File: src/verilog/keyscan_pkg.sv
// constants and types shared by the switch status and display test logic
`default_nettype none

package keyscan_pkg;
    localparam logic [7:0] ADDR_DISPLAY_TEST = 8'h07;
    localparam logic [7:0] ADDR_SWITCH_DEBOUNCED = 8'h08;
    localparam logic [7:0] ADDR_SWITCH_PRESSED = 8'h0C;
    localparam logic [7:0] UNMAPPED_READ_VALUE = 8'h00;
    localparam int DISPLAY_TEST_BIT = 0;
    localparam logic [7:0] DISPLAY_TEST_RESET = 8'h00;
    localparam logic [7:0] SWITCH_FLAGS_RESET = 8'h00;
    localparam logic [7:0] POINTER_RESET = 8'h00;
    localparam logic [6:0] DEFAULT_SLAVE_ADDR = 7'h38;
    localparam int SWITCH_COUNT = 8;
    localparam int SEGMENT_COUNT = 9;
    localparam int SLOT_COUNT = 4;
    localparam int DUTY_STEPS = 64;
    localparam logic [5:0] TEST_DUTY = 6'h1C;
    localparam logic [3:0] BYTE_DONE_COUNT = 4'h8;

    typedef enum logic [3:0] {
        S_IDLE,
        S_ADDR,
        S_ACK_ADDR,
        S_POINTER,
        S_ACK_POINTER,
        S_WRITE_DATA,
        S_ACK_WRITE,
        S_READ_DATA,
        S_ACK_READ
    } serial_state_t;
endpackage

`default_nettype wire

File: src/verilog/display_drive.sv
// multiplexed display drive with intensity and display test duty cycle
`default_nettype none

module display_drive
    import keyscan_pkg::*;
#(
    parameter int SLOTS = SLOT_COUNT,
    parameter int SEGS = SEGMENT_COUNT
) (
    input wire logic clk,
    input wire logic rst_n,
    input wire logic test_mode,
    input wire logic shutdown,
    input wire logic [5:0] intensity,
    input wire logic [SEGS-1:0] digit_segments,
    output logic [$clog2(SLOTS)-1:0] slot,
    output logic [SEGS-1:0] segment_drive
);
    typedef struct packed {
        logic [5:0] phase;
        logic [$clog2(SLOTS)-1:0] slot;
        logic [SEGS-1:0] segs;
    } drive_t;

    drive_t r;
    drive_t next_r;
    logic [5:0] duty;

    always_comb begin
        next_r = r;
        // fixed duty in test mode, programmed one otherwise
        duty = test_mode ? TEST_DUTY : intensity;
        next_r.phase = r.phase + 6'h01;
        if (r.phase == 6'h3F) begin
            // each slot is one single-colour digit; a bicolour digit takes two
            next_r.slot = (r.slot == ($clog2(SLOTS))'(SLOTS - 1)) ? '0
                : r.slot + ($clog2(SLOTS))'(1);
        end
        if (r.phase >= duty) begin
            next_r.segs = '0;
        end else if (test_mode) begin
            next_r.segs = '1;
        end else if (shutdown) begin
            next_r.segs = '0;
        end else begin
            next_r.segs = digit_segments;
        end
    end

    always_ff @(posedge clk or negedge rst_n) begin
        if (!rst_n) begin
            r <= '0;
        end else begin
            r <= next_r;
        end
    end

    assign slot = r.slot;
    assign segment_drive = r.segs;
endmodule

`default_nettype wire

File: config.mk
export PLATFORM = sky130hd
export DESIGN_NAME = display_drive
export DESIGN_NICKNAME = d
export VERILOG_FILES = /design/src/verilog/keyscan_pkg.sv /design/src/verilog/display_drive.sv
export SDC_FILE = /design/constraint.sdc
export NUM_CORES = 1
export LEC_CHECK = 0
export ABC_CLOCK_PERIOD_IN_PS = 1900
export BUFFER_PORTS_ARGS = -buffer_cell sky130_fd_sc_hd__buf_2
export CAP_MARGIN = 30
export CELL_PAD_IN_SITES_DETAIL_PLACEMENT = 1
export CELL_PAD_IN_SITES_GLOBAL_PLACEMENT = 2
export CORE_ASPECT_RATIO = 0.75
export CORE_MARGIN = 2
export CORE_UTILIZATION = 30
export CTS_BUF_LIST = sky130_fd_sc_hd__clkbuf_8 sky130_fd_sc_hd__clkbuf_16
export DETAILED_ROUTE_END_ITERATION = 16
export GPL_ROUTABILITY_DRIVEN = 0
export GPL_TIMING_DRIVEN = 1
export PLACE_DENSITY = 0.87
export SLEW_MARGIN = 20
export SYNTH_ARGS = -nofsm -noshare
export SYNTH_HDL_FRONTEND = slang
export SYNTH_SLANG_ARGS = --single-unit
export TNS_END_PERCENT = 20
File: constraint.sdc
create_clock -name clk -period 1.9 [get_ports clk]
set_input_delay 0.38 -clock clk [delete_from_list [all_inputs] [get_ports clk]]
set_output_delay 0.38 -clock clk [all_outputs]
set_load 0.01 [all_outputs]
# ---- After elaboration in Yosys (flattened, before gate mapping)
# Index checks and enable logic that the tools add are counted.
dict set report word_totals {
  register_bits 17
  inputBits 19
  out_inout_bits 11
}
dict set report classes {
  n_addsub 2
  order_cmp 1
  n_eq_ne 2
  muxes 5
}
# cell n
set ops {}
lappend ops {{9-bit two-way mux} 3}
lappend ops {{6-bit by 1-bit adder with 6-bit output (second input constant)} 1}
lappend ops {{6-bit equality test (second input constant)} 1}
lappend ops {{6-bit >= comparator} 1}
lappend ops {{6-bit two-way mux} 1}
lappend ops {{2-bit by 1-bit adder with 2-bit output (second input constant)} 1}
lappend ops {{2-bit equality test (second input constant)} 1}
lappend ops {{2-bit two-way mux} 1}

# ---- Logic depth before layout (Yosys ltp)
# Gate-level depths: netlist of run 1.
dict set report logic_depth {
  depth_word 3
  mapped_depth 7
  mapped_depth_nobuf 5
}

# ---- Worst setup path before layout of run 1
# Ideal clock, no wire load.
dict set report synth_path {
  kind {input to register}
  startpoint {input test_mode}
  endpoint {register r (netlist bit segment_drive[0])}
  arrival_time_ps 1500
  required_time_ps 1765
  setup_slack_ps 265
  stages 6
  path_buffers 1
  cell_sequence {buf_2 -> nand2b_1 -> ha_1 -> nand2_1 -> nor2_2 -> a21oi_1}
}
# element line
set synth_lines {}
lappend synth_lines {{from (decl)} display_drive.sv:12} ;# input wire logic test_mode,
lappend synth_lines {{to (signal assigned)} display_drive.sv:54} ;# r <= next_r;
lappend synth_lines {{to (decl)} display_drive.sv:25} ;# drive_t r;

==> flow_summary.toml, run 1 <==
[run_status]
status = "complete, no violations"

[routing]
route.detailed.drc = 0
vias_per_cell = 4.967
drt-total-wl_um = 2171
vias = 745
drt-initial-drc-count = 16
ant_nets = 0
first_pass_iters = 4
wl_per_cell_um = 14.47

[timing]
worstMarginPinSlew_ns = 0.3868
hold_violations = 0
min_period_over_period = 0.8561
max_slew_margin = 0.7422
setup_ws_ns = 0.2734
skew_ns = 0.005508
period_needed_ns = 1.627
setup_tns_ns = 0
report.final.slew_viol_count = 0
rsz0062_at_grt = "no"
hold_ws_ns = 0.04494
finalSetupViolCount = 0
fmax_ghz = 0.6148

[logic_synthesis]
yosysUniqueCellTypes = 20
netlist_instances = 92
postSynthAreaPerCell_um2 = 10.61
synth-seq-cells = 17
syn_nets = 119
syn_area_um2 = 975.9
seq_area_frac_synth = 0.4359
synth_warnings = 0

[floorplanning]
core-area_um2 = 3020
io_pins = 30
start_util = 0.3231
rows = 17
dieArea_um2 = 3730
die_y_um = 53.40
die_w_um = 69.86

[layout]
diodes = 0
nets = 140
area_growth_pct = 15.13
drive_above_1_share = 0.3482
fill_cells = 356

[worst_setup_path]
arrival_ns = 1.74
crit_type = "in2reg"
required_ns = 2.02
setup.worst_path.start_class = "input pin"
crit_path_end_kind = "flip-flop"
critPathMaxFanout = 15

[hold_path]
hp-class = "in2async"

[grt]
grt_pass1_vias = 770
grt_max_degree = 18
grt_overflow = 0
grt_first_pass_wirelength_um = 3795
antenna_found_initial = 0
gr-usage-all-layers = 0.1349

[clock_network]
cts_hold_buf = 0
cts_setup_buffers = 0
clk_latency_ns = 0.25
clock_sinks = 17
ctsResizeCount = 0
clockRootBuffer = "clkbuf_8"
cts_buffer_depth = 2
clkTransAtPathRegs_ns = 0.07
cts_max_level = 1
cts_buffers = 3
cts_tree = "yes"

[power]
power.leakage_nw = 0.5619
power.density_nw_per_um2 = 646.5
swShare = 0.2369
p_switching_mw = 0.1721
vdd_drop_max_v = 0.0002705
seq_power_share = 0.514
clockPowerShare = 0.364
pwr-share-comb = 0.122
intPower_mw = 0.5543

[placed_design]
place_hpwl_um = 1762
io_buffers = 29
pre_cts_ws_ns = 0.01559

[flow_run]
drv_cap = 0
-- stage by stage --
stage                     total power, mW  area (um2)  std cells    util
after floorplan                    0.4356       975.9         92       -
after global placement             0.4649        1077        146  0.3567
after detailed placement           0.4703        1077        146  0.3567
after CTS                          0.7347        1124        150  0.3720
after global routing               0.7639        1124        150  0.3720
final                              0.7264        1124        150  0.3720
-- cell usage in the layout (no fill, tap or decap) --
cell	n
a21o_1	1
a21oi_1	9
a21oi_2	2
buf_2	29
clkbuf_8	3
clkinv_2	1
dfrtp_1	17
ha_1	8
inv_1	1
mux2_4	2
nand2_1	3
nand2b_1	3
nand3_1	3
nor2_1	5
nor2_2	1
nor2b_1	10
o221ai_1	9
or2_4	1
xnor2_1	2
xor2_1	2
-- flip-flops by register name, indices dropped and copies added, names as in the netlist --
signal / flops
slot: 2
r: 6
segment_drive: 9
-- cell type report --
type / instances / area [um2] / area share
Clock buffer: 3 / 41.29 / 0.03675
Clock inverter: 1 / 5.005 / 0.004454
Inverter: 1 / 3.754 / 0.003341
Multi-Input combinational cell: 61 / 455.4 / 0.4053
Sequential cell: 17 / 425.4 / 0.3786
Tap cell: 38 / 47.55 / 0.04232
Timing Repair Buffer: 29 / 145.1 / 0.1292
-- Yosys cell counts, drive strengths merged --
master  instances  area [um2]
dfrtp          17       425.4
buf            12       87.58
a21oi          11       62.56
nor2b          10       62.56
o221ai          9       78.83
ha              8       100.1
nor2            6       25.03
nand2           3       11.26
nand2b          3       18.77
nand3           3       15.01
mux2            2       30.03
xnor2           2       17.52
xor2            2       17.52
a21o            1       7.510
clkbuf          1       3.750
inv             1       3.750
or2             1       8.760
-- critical path, stage by stage --
cell,delay (ns)
buf_2,0.18
nand2b_1,0.17
ha_1,0.30
nand2_1,0.20
nor2_2,0.35
a21oi_1,0.15
-- cell families after synthesis --
logic type,synth area share
mux,0.03077
simple gates,0.1449
compound gates,0.1526
fa+ha+maj,0.1026
xor+xnor,0.03590
flops,0.4359
buf+inv,0.09742
-- final timing paths --
kind,from,endpoint,slack (ns),cells past startpoint
min reg2reg,r[11],r[11],0.48,1
min in group clk,r[11],r[11],0.48,1
max,test_mode,segment_drive[1],0.27,6
min,rst_n,r[15],0.04,1
max in group asynchronous,rst_n,r[16],1.58,1
max reg2reg,r[14],segment_drive[1],0.30,4
-- power by group through the flow --
stage / Sequential, mW / Clock (mW) / Combinational (mW)
global placement: 0.380 / 0 / 0.0849
floorplan: 0.380 / 0 / 0.0559
CTS: 0.374 / 0.271 / 0.0898
finish: 0.374 / 0.265 / 0.0883
detailed placement: 0.381 / 0 / 0.0896
global route: 0.374 / 0.289 / 0.101
-- metal layers --
layer  global-route usage  part of all wire
met3              0.02667             0.056
met1               0.1736              0.49
met2               0.2222              0.43
met4              0.06090             0.019
met5                    0                 0
(Power assumes the default switching activity.)
==> inputs of run 2 (changes only) <==
--- a/config.mk
+++ b/config.mk
@@ -5,7 +5,7 @@
 export SDC_FILE = /design/constraint.sdc
 export NUM_CORES = 1
 export LEC_CHECK = 0
-export ABC_CLOCK_PERIOD_IN_PS = 1900
+export ABC_CLOCK_PERIOD_IN_PS = 1700
 export BUFFER_PORTS_ARGS = -buffer_cell sky130_fd_sc_hd__buf_2
 export CAP_MARGIN = 30
 export CELL_PAD_IN_SITES_DETAIL_PLACEMENT = 1
@@ -22,4 +22,4 @@
 export SYNTH_ARGS = -nofsm -noshare
 export SYNTH_HDL_FRONTEND = slang
 export SYNTH_SLANG_ARGS = --single-unit
-export TNS_END_PERCENT = 20
+export TNS_END_PERCENT = 50
==> constraint.sdc (replaced) <==
create_clock -name clk -period 1.7 [get_ports clk]
set_input_delay 0.34 -clock clk [delete_from_list [all_inputs] [get_ports clk]]
set_output_delay 0.34 -clock clk [all_outputs]
set_load 0.01 [all_outputs]
==> flow_summary.toml, run 2 (synthesized netlist as in run 1, its figures left out) <==
[run_status]
status = "finished, violations left"
violations = "negative hold slack"

[timing]
report.final.slew_viol_count = 0
skew_ns = 0.003989
setup_ws_ns = 0.2460
hold_violations = 1
finalSetupViolCount = 0
rsz0062_at_grt = "no"
min_period_over_period = 0.8553
fmax_ghz = 0.6877
setup_tns_ns = 0
max_slew_margin = 0.7523
period_needed_ns = 1.454
hold_ws_ns = -0.0004126
worstMarginPinSlew_ns = 0.3715

[layout]
diodes = 0
drive_above_1_share = 0.3621
nets = 144
layout.cells.non_filler = 154
area_growth_pct = 18.08
utilization = 0.3815
final_common_cell = "buf_2"
final_cell_mix = "buf_2 (29), dfrtp_1 (17), nor2b_1 (10)"
design_area_um2 = 1152
largest_reg_flops = 9

[placed_design]
pre_cts_ws_ns = 0.04895
placed_area_um2 = 1107
place_hpwl_um = 1750
placed_cells = 150
io_buffers = 29

[worst_setup_path]
required_ns = 1.86
arrival_ns = 1.62
crit_type = "reg2reg"
setup.worst_path.start_class = "flip-flop"
critPathMaxFanout = 9
crit_path_end_kind = "flip-flop"
rrSetupSlack_ns = 0.25

[routing]
wl_per_cell_um = 13.47
first_pass_iters = 4
vias_per_cell = 4.649
drt-initial-drc-count = 11
vias = 716
drt-total-wl_um = 2074
ant_nets = 0
route.detailed.drc = 0

[floorplanning]
die_w_um = 69.86
rows = 17
start_util = 0.3231
core-area_um2 = 3020
io_pins = 30
die_y_um = 53.40
dieArea_um2 = 3730

[grt]
grt_max_degree = 18
gr-usage-all-layers = 0.1297
grt_overflow = 0
grt_pass1_vias = 754
grt_first_pass_wirelength_um = 3636
antenna_found_initial = 0

[flow_run]
drv_cap = 0

[clock_network]
cts_setup_buffers = 0
ctsResizeCount = 0
clockRootBuffer = "clkbuf_8"
cts_tree = "yes"
cts_buffers = 3
cts_max_level = 1
clock_sinks = 17
cts_hold_buf = 0
clk_latency_ns = 0.25
clkTransAtPathRegs_ns = 0.06
cts_buffer_depth = 2

[power]
vdd_drop_max_v = 0.0002511
power.density_nw_per_um2 = 697.1
power.leakage_nw = 0.5818
p_total_mw = 0.8034

[hold_path]
hp-class = "in2async"
==> run 2: changes by cell type in the layout (fill, tap and decap cells not counted) <==
cell      previous run  this run
buf_4                0         4
clkinv_2             1         0
inv_1                1         2
==> run 2: layout make-up <==
| type | count | area (um2) |
|---|---|---|
| tap | 38 | 47.55 |
| multi-input combinational | 61 | 455.4 |
| fill | 356 | 1868 |
| clock buffer | 3 | 41.29 |
| inverter | 1 | 3.754 |
| timing repair buffer | 33 | 175.2 |
| clock inverter | 1 | 3.754 |
| sequential | 17 | 425.4 |
==> run 2: final timing paths <==
path / from / end / depth (start not counted)
worst max-delay path: r[14] / segment_drive[2] / 5
worst min register to register: r[11] / r[11] / 1
max in group asynchronous: rst_n / segment_drive[4] / 1
worst max register to register: r[14] / segment_drive[2] / 5
worst min-delay path: rst_n / slot[0] / 1
min in group clk: r[11] / r[11] / 1
==> run 2: metal layers <==
layer	up-vias	routed length (um)	track usage
met5	-	0	0
met4	0	40	0.06731
met3	4	128	0.02857
met2	27	844	0.2048
met1	321	1060	0.1684
li1	364	-	-
==> run 2: critical path: stages (launching register included) <==
cell and delay, ns:
dfrtp_1 0.44, ha_1 0.35, a21oi_2 0.12, buf_4 0.16, o221ai_1 0.13, a21oi_1 0.16
==> run 2: report_power, final <==
| part | total [mW] | internal (mW) | leakage [nW] | switching [mW] |
|---|---|---|---|---|
| Sequential | 0.418 | 0.415 | 0.217 | 0.00276 |
| Combinational | 0.103 | 0.0471 | 0.338 | 0.0556 |
| Clock | 0.283 | 0.160 | 0.0269 | 0.123 |
==> inputs of run 3 (changes only) <==
--- a/config.mk
+++ b/config.mk
@@ -17,7 +17,7 @@
 export DETAILED_ROUTE_END_ITERATION = 16
 export GPL_ROUTABILITY_DRIVEN = 0
 export GPL_TIMING_DRIVEN = 1
-export PLACE_DENSITY = 0.87
+export PLACE_DENSITY = 0.75
 export SLEW_MARGIN = 20
 export SYNTH_ARGS = -nofsm -noshare
 export SYNTH_HDL_FRONTEND = slang
==> flow_summary.toml, run 3 (synthesized netlist as in run 1, its figures left out) <==
[run_status]
status = "complete, no violations"

[clock_network]
cts_hold_buf = 0
cts_buffers = 3
ctsResizeCount = 0
clockRootBuffer = "clkbuf_8"
cts_tree = "yes"
cts_buffer_depth = 2
clk_latency_ns = 0.25
cts_setup_buffers = 0
clkTransAtPathRegs_ns = 0.06
clock_sinks = 17
cts_max_level = 1

[worst_setup_path]
crit_path_end_kind = "flip-flop"
required_ns = 1.87
arrival_ns = 1.64
crit_type = "reg2reg"
r2r-start = "r[14]"
setup.worst_path.start_class = "flip-flop"
crit_start = "r[14]"
critPathMaxFanout = 9

[power]
power.leakage_nw = 0.5830
seq_power_share = 0.509
swShare = 0.2369
power.density_nw_per_um2 = 706.4
intPower_mw = 0.6259
p_switching_mw = 0.1943
vdd_drop_max_v = 0.0002766
clockPowerShare = 0.363
pwr-share-comb = 0.129

[grt]
grt_pass1_vias = 799
grt_first_pass_wirelength_um = 3677
gr-usage-all-layers = 0.1325
antenna_found_initial = 0
grt_max_degree = 18
grt_overflow = 0

[layout]
area_growth_pct = 18.97
final_cell_mix = "buf_2 (29), dfrtp_1 (17), nor2b_1 (10)"
largest_reg_flops = 9
nets = 144
utilization = 0.3844
seqCellArea_um2 = 425.4
drive_above_1_share = 0.3707
fill_cells = 357
multi_input_area_um2 = 462.9
final_common_cell = "buf_2"
diodes = 0

[routing]
ant_nets = 0
route.detailed.drc = 0
first_pass_iters = 2
drt-total-wl_um = 2136
vias_per_cell = 4.870
drt-initial-drc-count = 22
vias = 750
wl_per_cell_um = 13.87

[timing]
setup_ws_ns = 0.2285
hold_violations = 0
max_slew_margin = 0.7397
fmax_ghz = 0.6796
worstMarginPinSlew_ns = 0.3904
min_period_over_period = 0.8656
hold_ws_ns = 0.004453
skew_ns = 0.001078
report.final.slew_viol_count = 0
period_needed_ns = 1.471
rsz0062_at_grt = "no"
setup_tns_ns = 0
finalSetupViolCount = 0

[floorplanning]
core-area_um2 = 3020
die_w_um = 69.86
die_y_um = 53.40
io_pins = 30
dieArea_um2 = 3730
rows = 17
start_util = 0.3231

[placed_design]
pre_cts_ws_ns = 0.05808
place_hpwl_um = 1668
io_buffers = 29

[hold_path]
hp-class = "in2async"

[flow_run]
drv_cap = 0
-- run 3: cell count changes in the layout (fill, tap and decap cells not counted), sizes merged --
cell,change
clkinv,+1
inv,-1
-- run 3: critical path, stage by stage (launching register included) --
cell and delay (ns):
dfrtp_1 0.42, ha_1 0.37, a21oi_4 0.28, o221ai_1 0.15, a21oi_1 0.16
-- run 3: per-layer routing --
layer	part of all wire	routed length [um]	GRT usage
met1	0.43	920	0.1564
met4	0.016	34	0.05769
met2	0.51	1095	0.2286
met3	0.041	87	0.03810
met5	0	0	0
-- run 3: cell type report --
class / count / area share
multi-input cells: 61 / 0.3987
repair buffers: 33 / 0.1509
clock buffers: 3 / 0.03556
flip-flops and latches: 17 / 0.3664
inverters: 1 / 0.003233
well taps: 38 / 0.04095
clock inverters: 1 / 0.004310
-- run 3: per-stage QoR --
stage	cells	cell area (um2)	total power [mW]
6_report	154	1161	0.8202
5_1_grt	154	1161	0.8713
4_1_cts	154	1154	0.8338
3_5_place_dp	150	1107	0.5326
3_3_place_gp	150	1107	0.5283
2_1_floorplan	92	975.9	0.4868
-- run 3: worst paths after layout --
| path | to | slack [ns] | cells after the start |
|---|---|---|---|
| setup / recovery | segment_drive[7] | 0.23 | 4 |
| min in group clk | r[11] | 0.48 | 1 |
| max in group asynchronous | segment_drive[3] | 1.42 | 1 |
| hold / removal | segment_drive[8] | 0.004 | 1 |
| hold reg to reg | r[11] | 0.48 | 1 |
| setup reg to reg | segment_drive[7] | 0.23 | 4 |
-- run 3: power by group through the flow --
stage                     registers, mW  logic (mW)  clock network, mW
final                             0.417       0.106              0.297
after global placement            0.424       0.104                  0
after CTS                         0.417       0.108              0.308
after detailed placement          0.425       0.108                  0
after floorplan                   0.424      0.0625                  0
after global routing              0.418       0.121              0.333
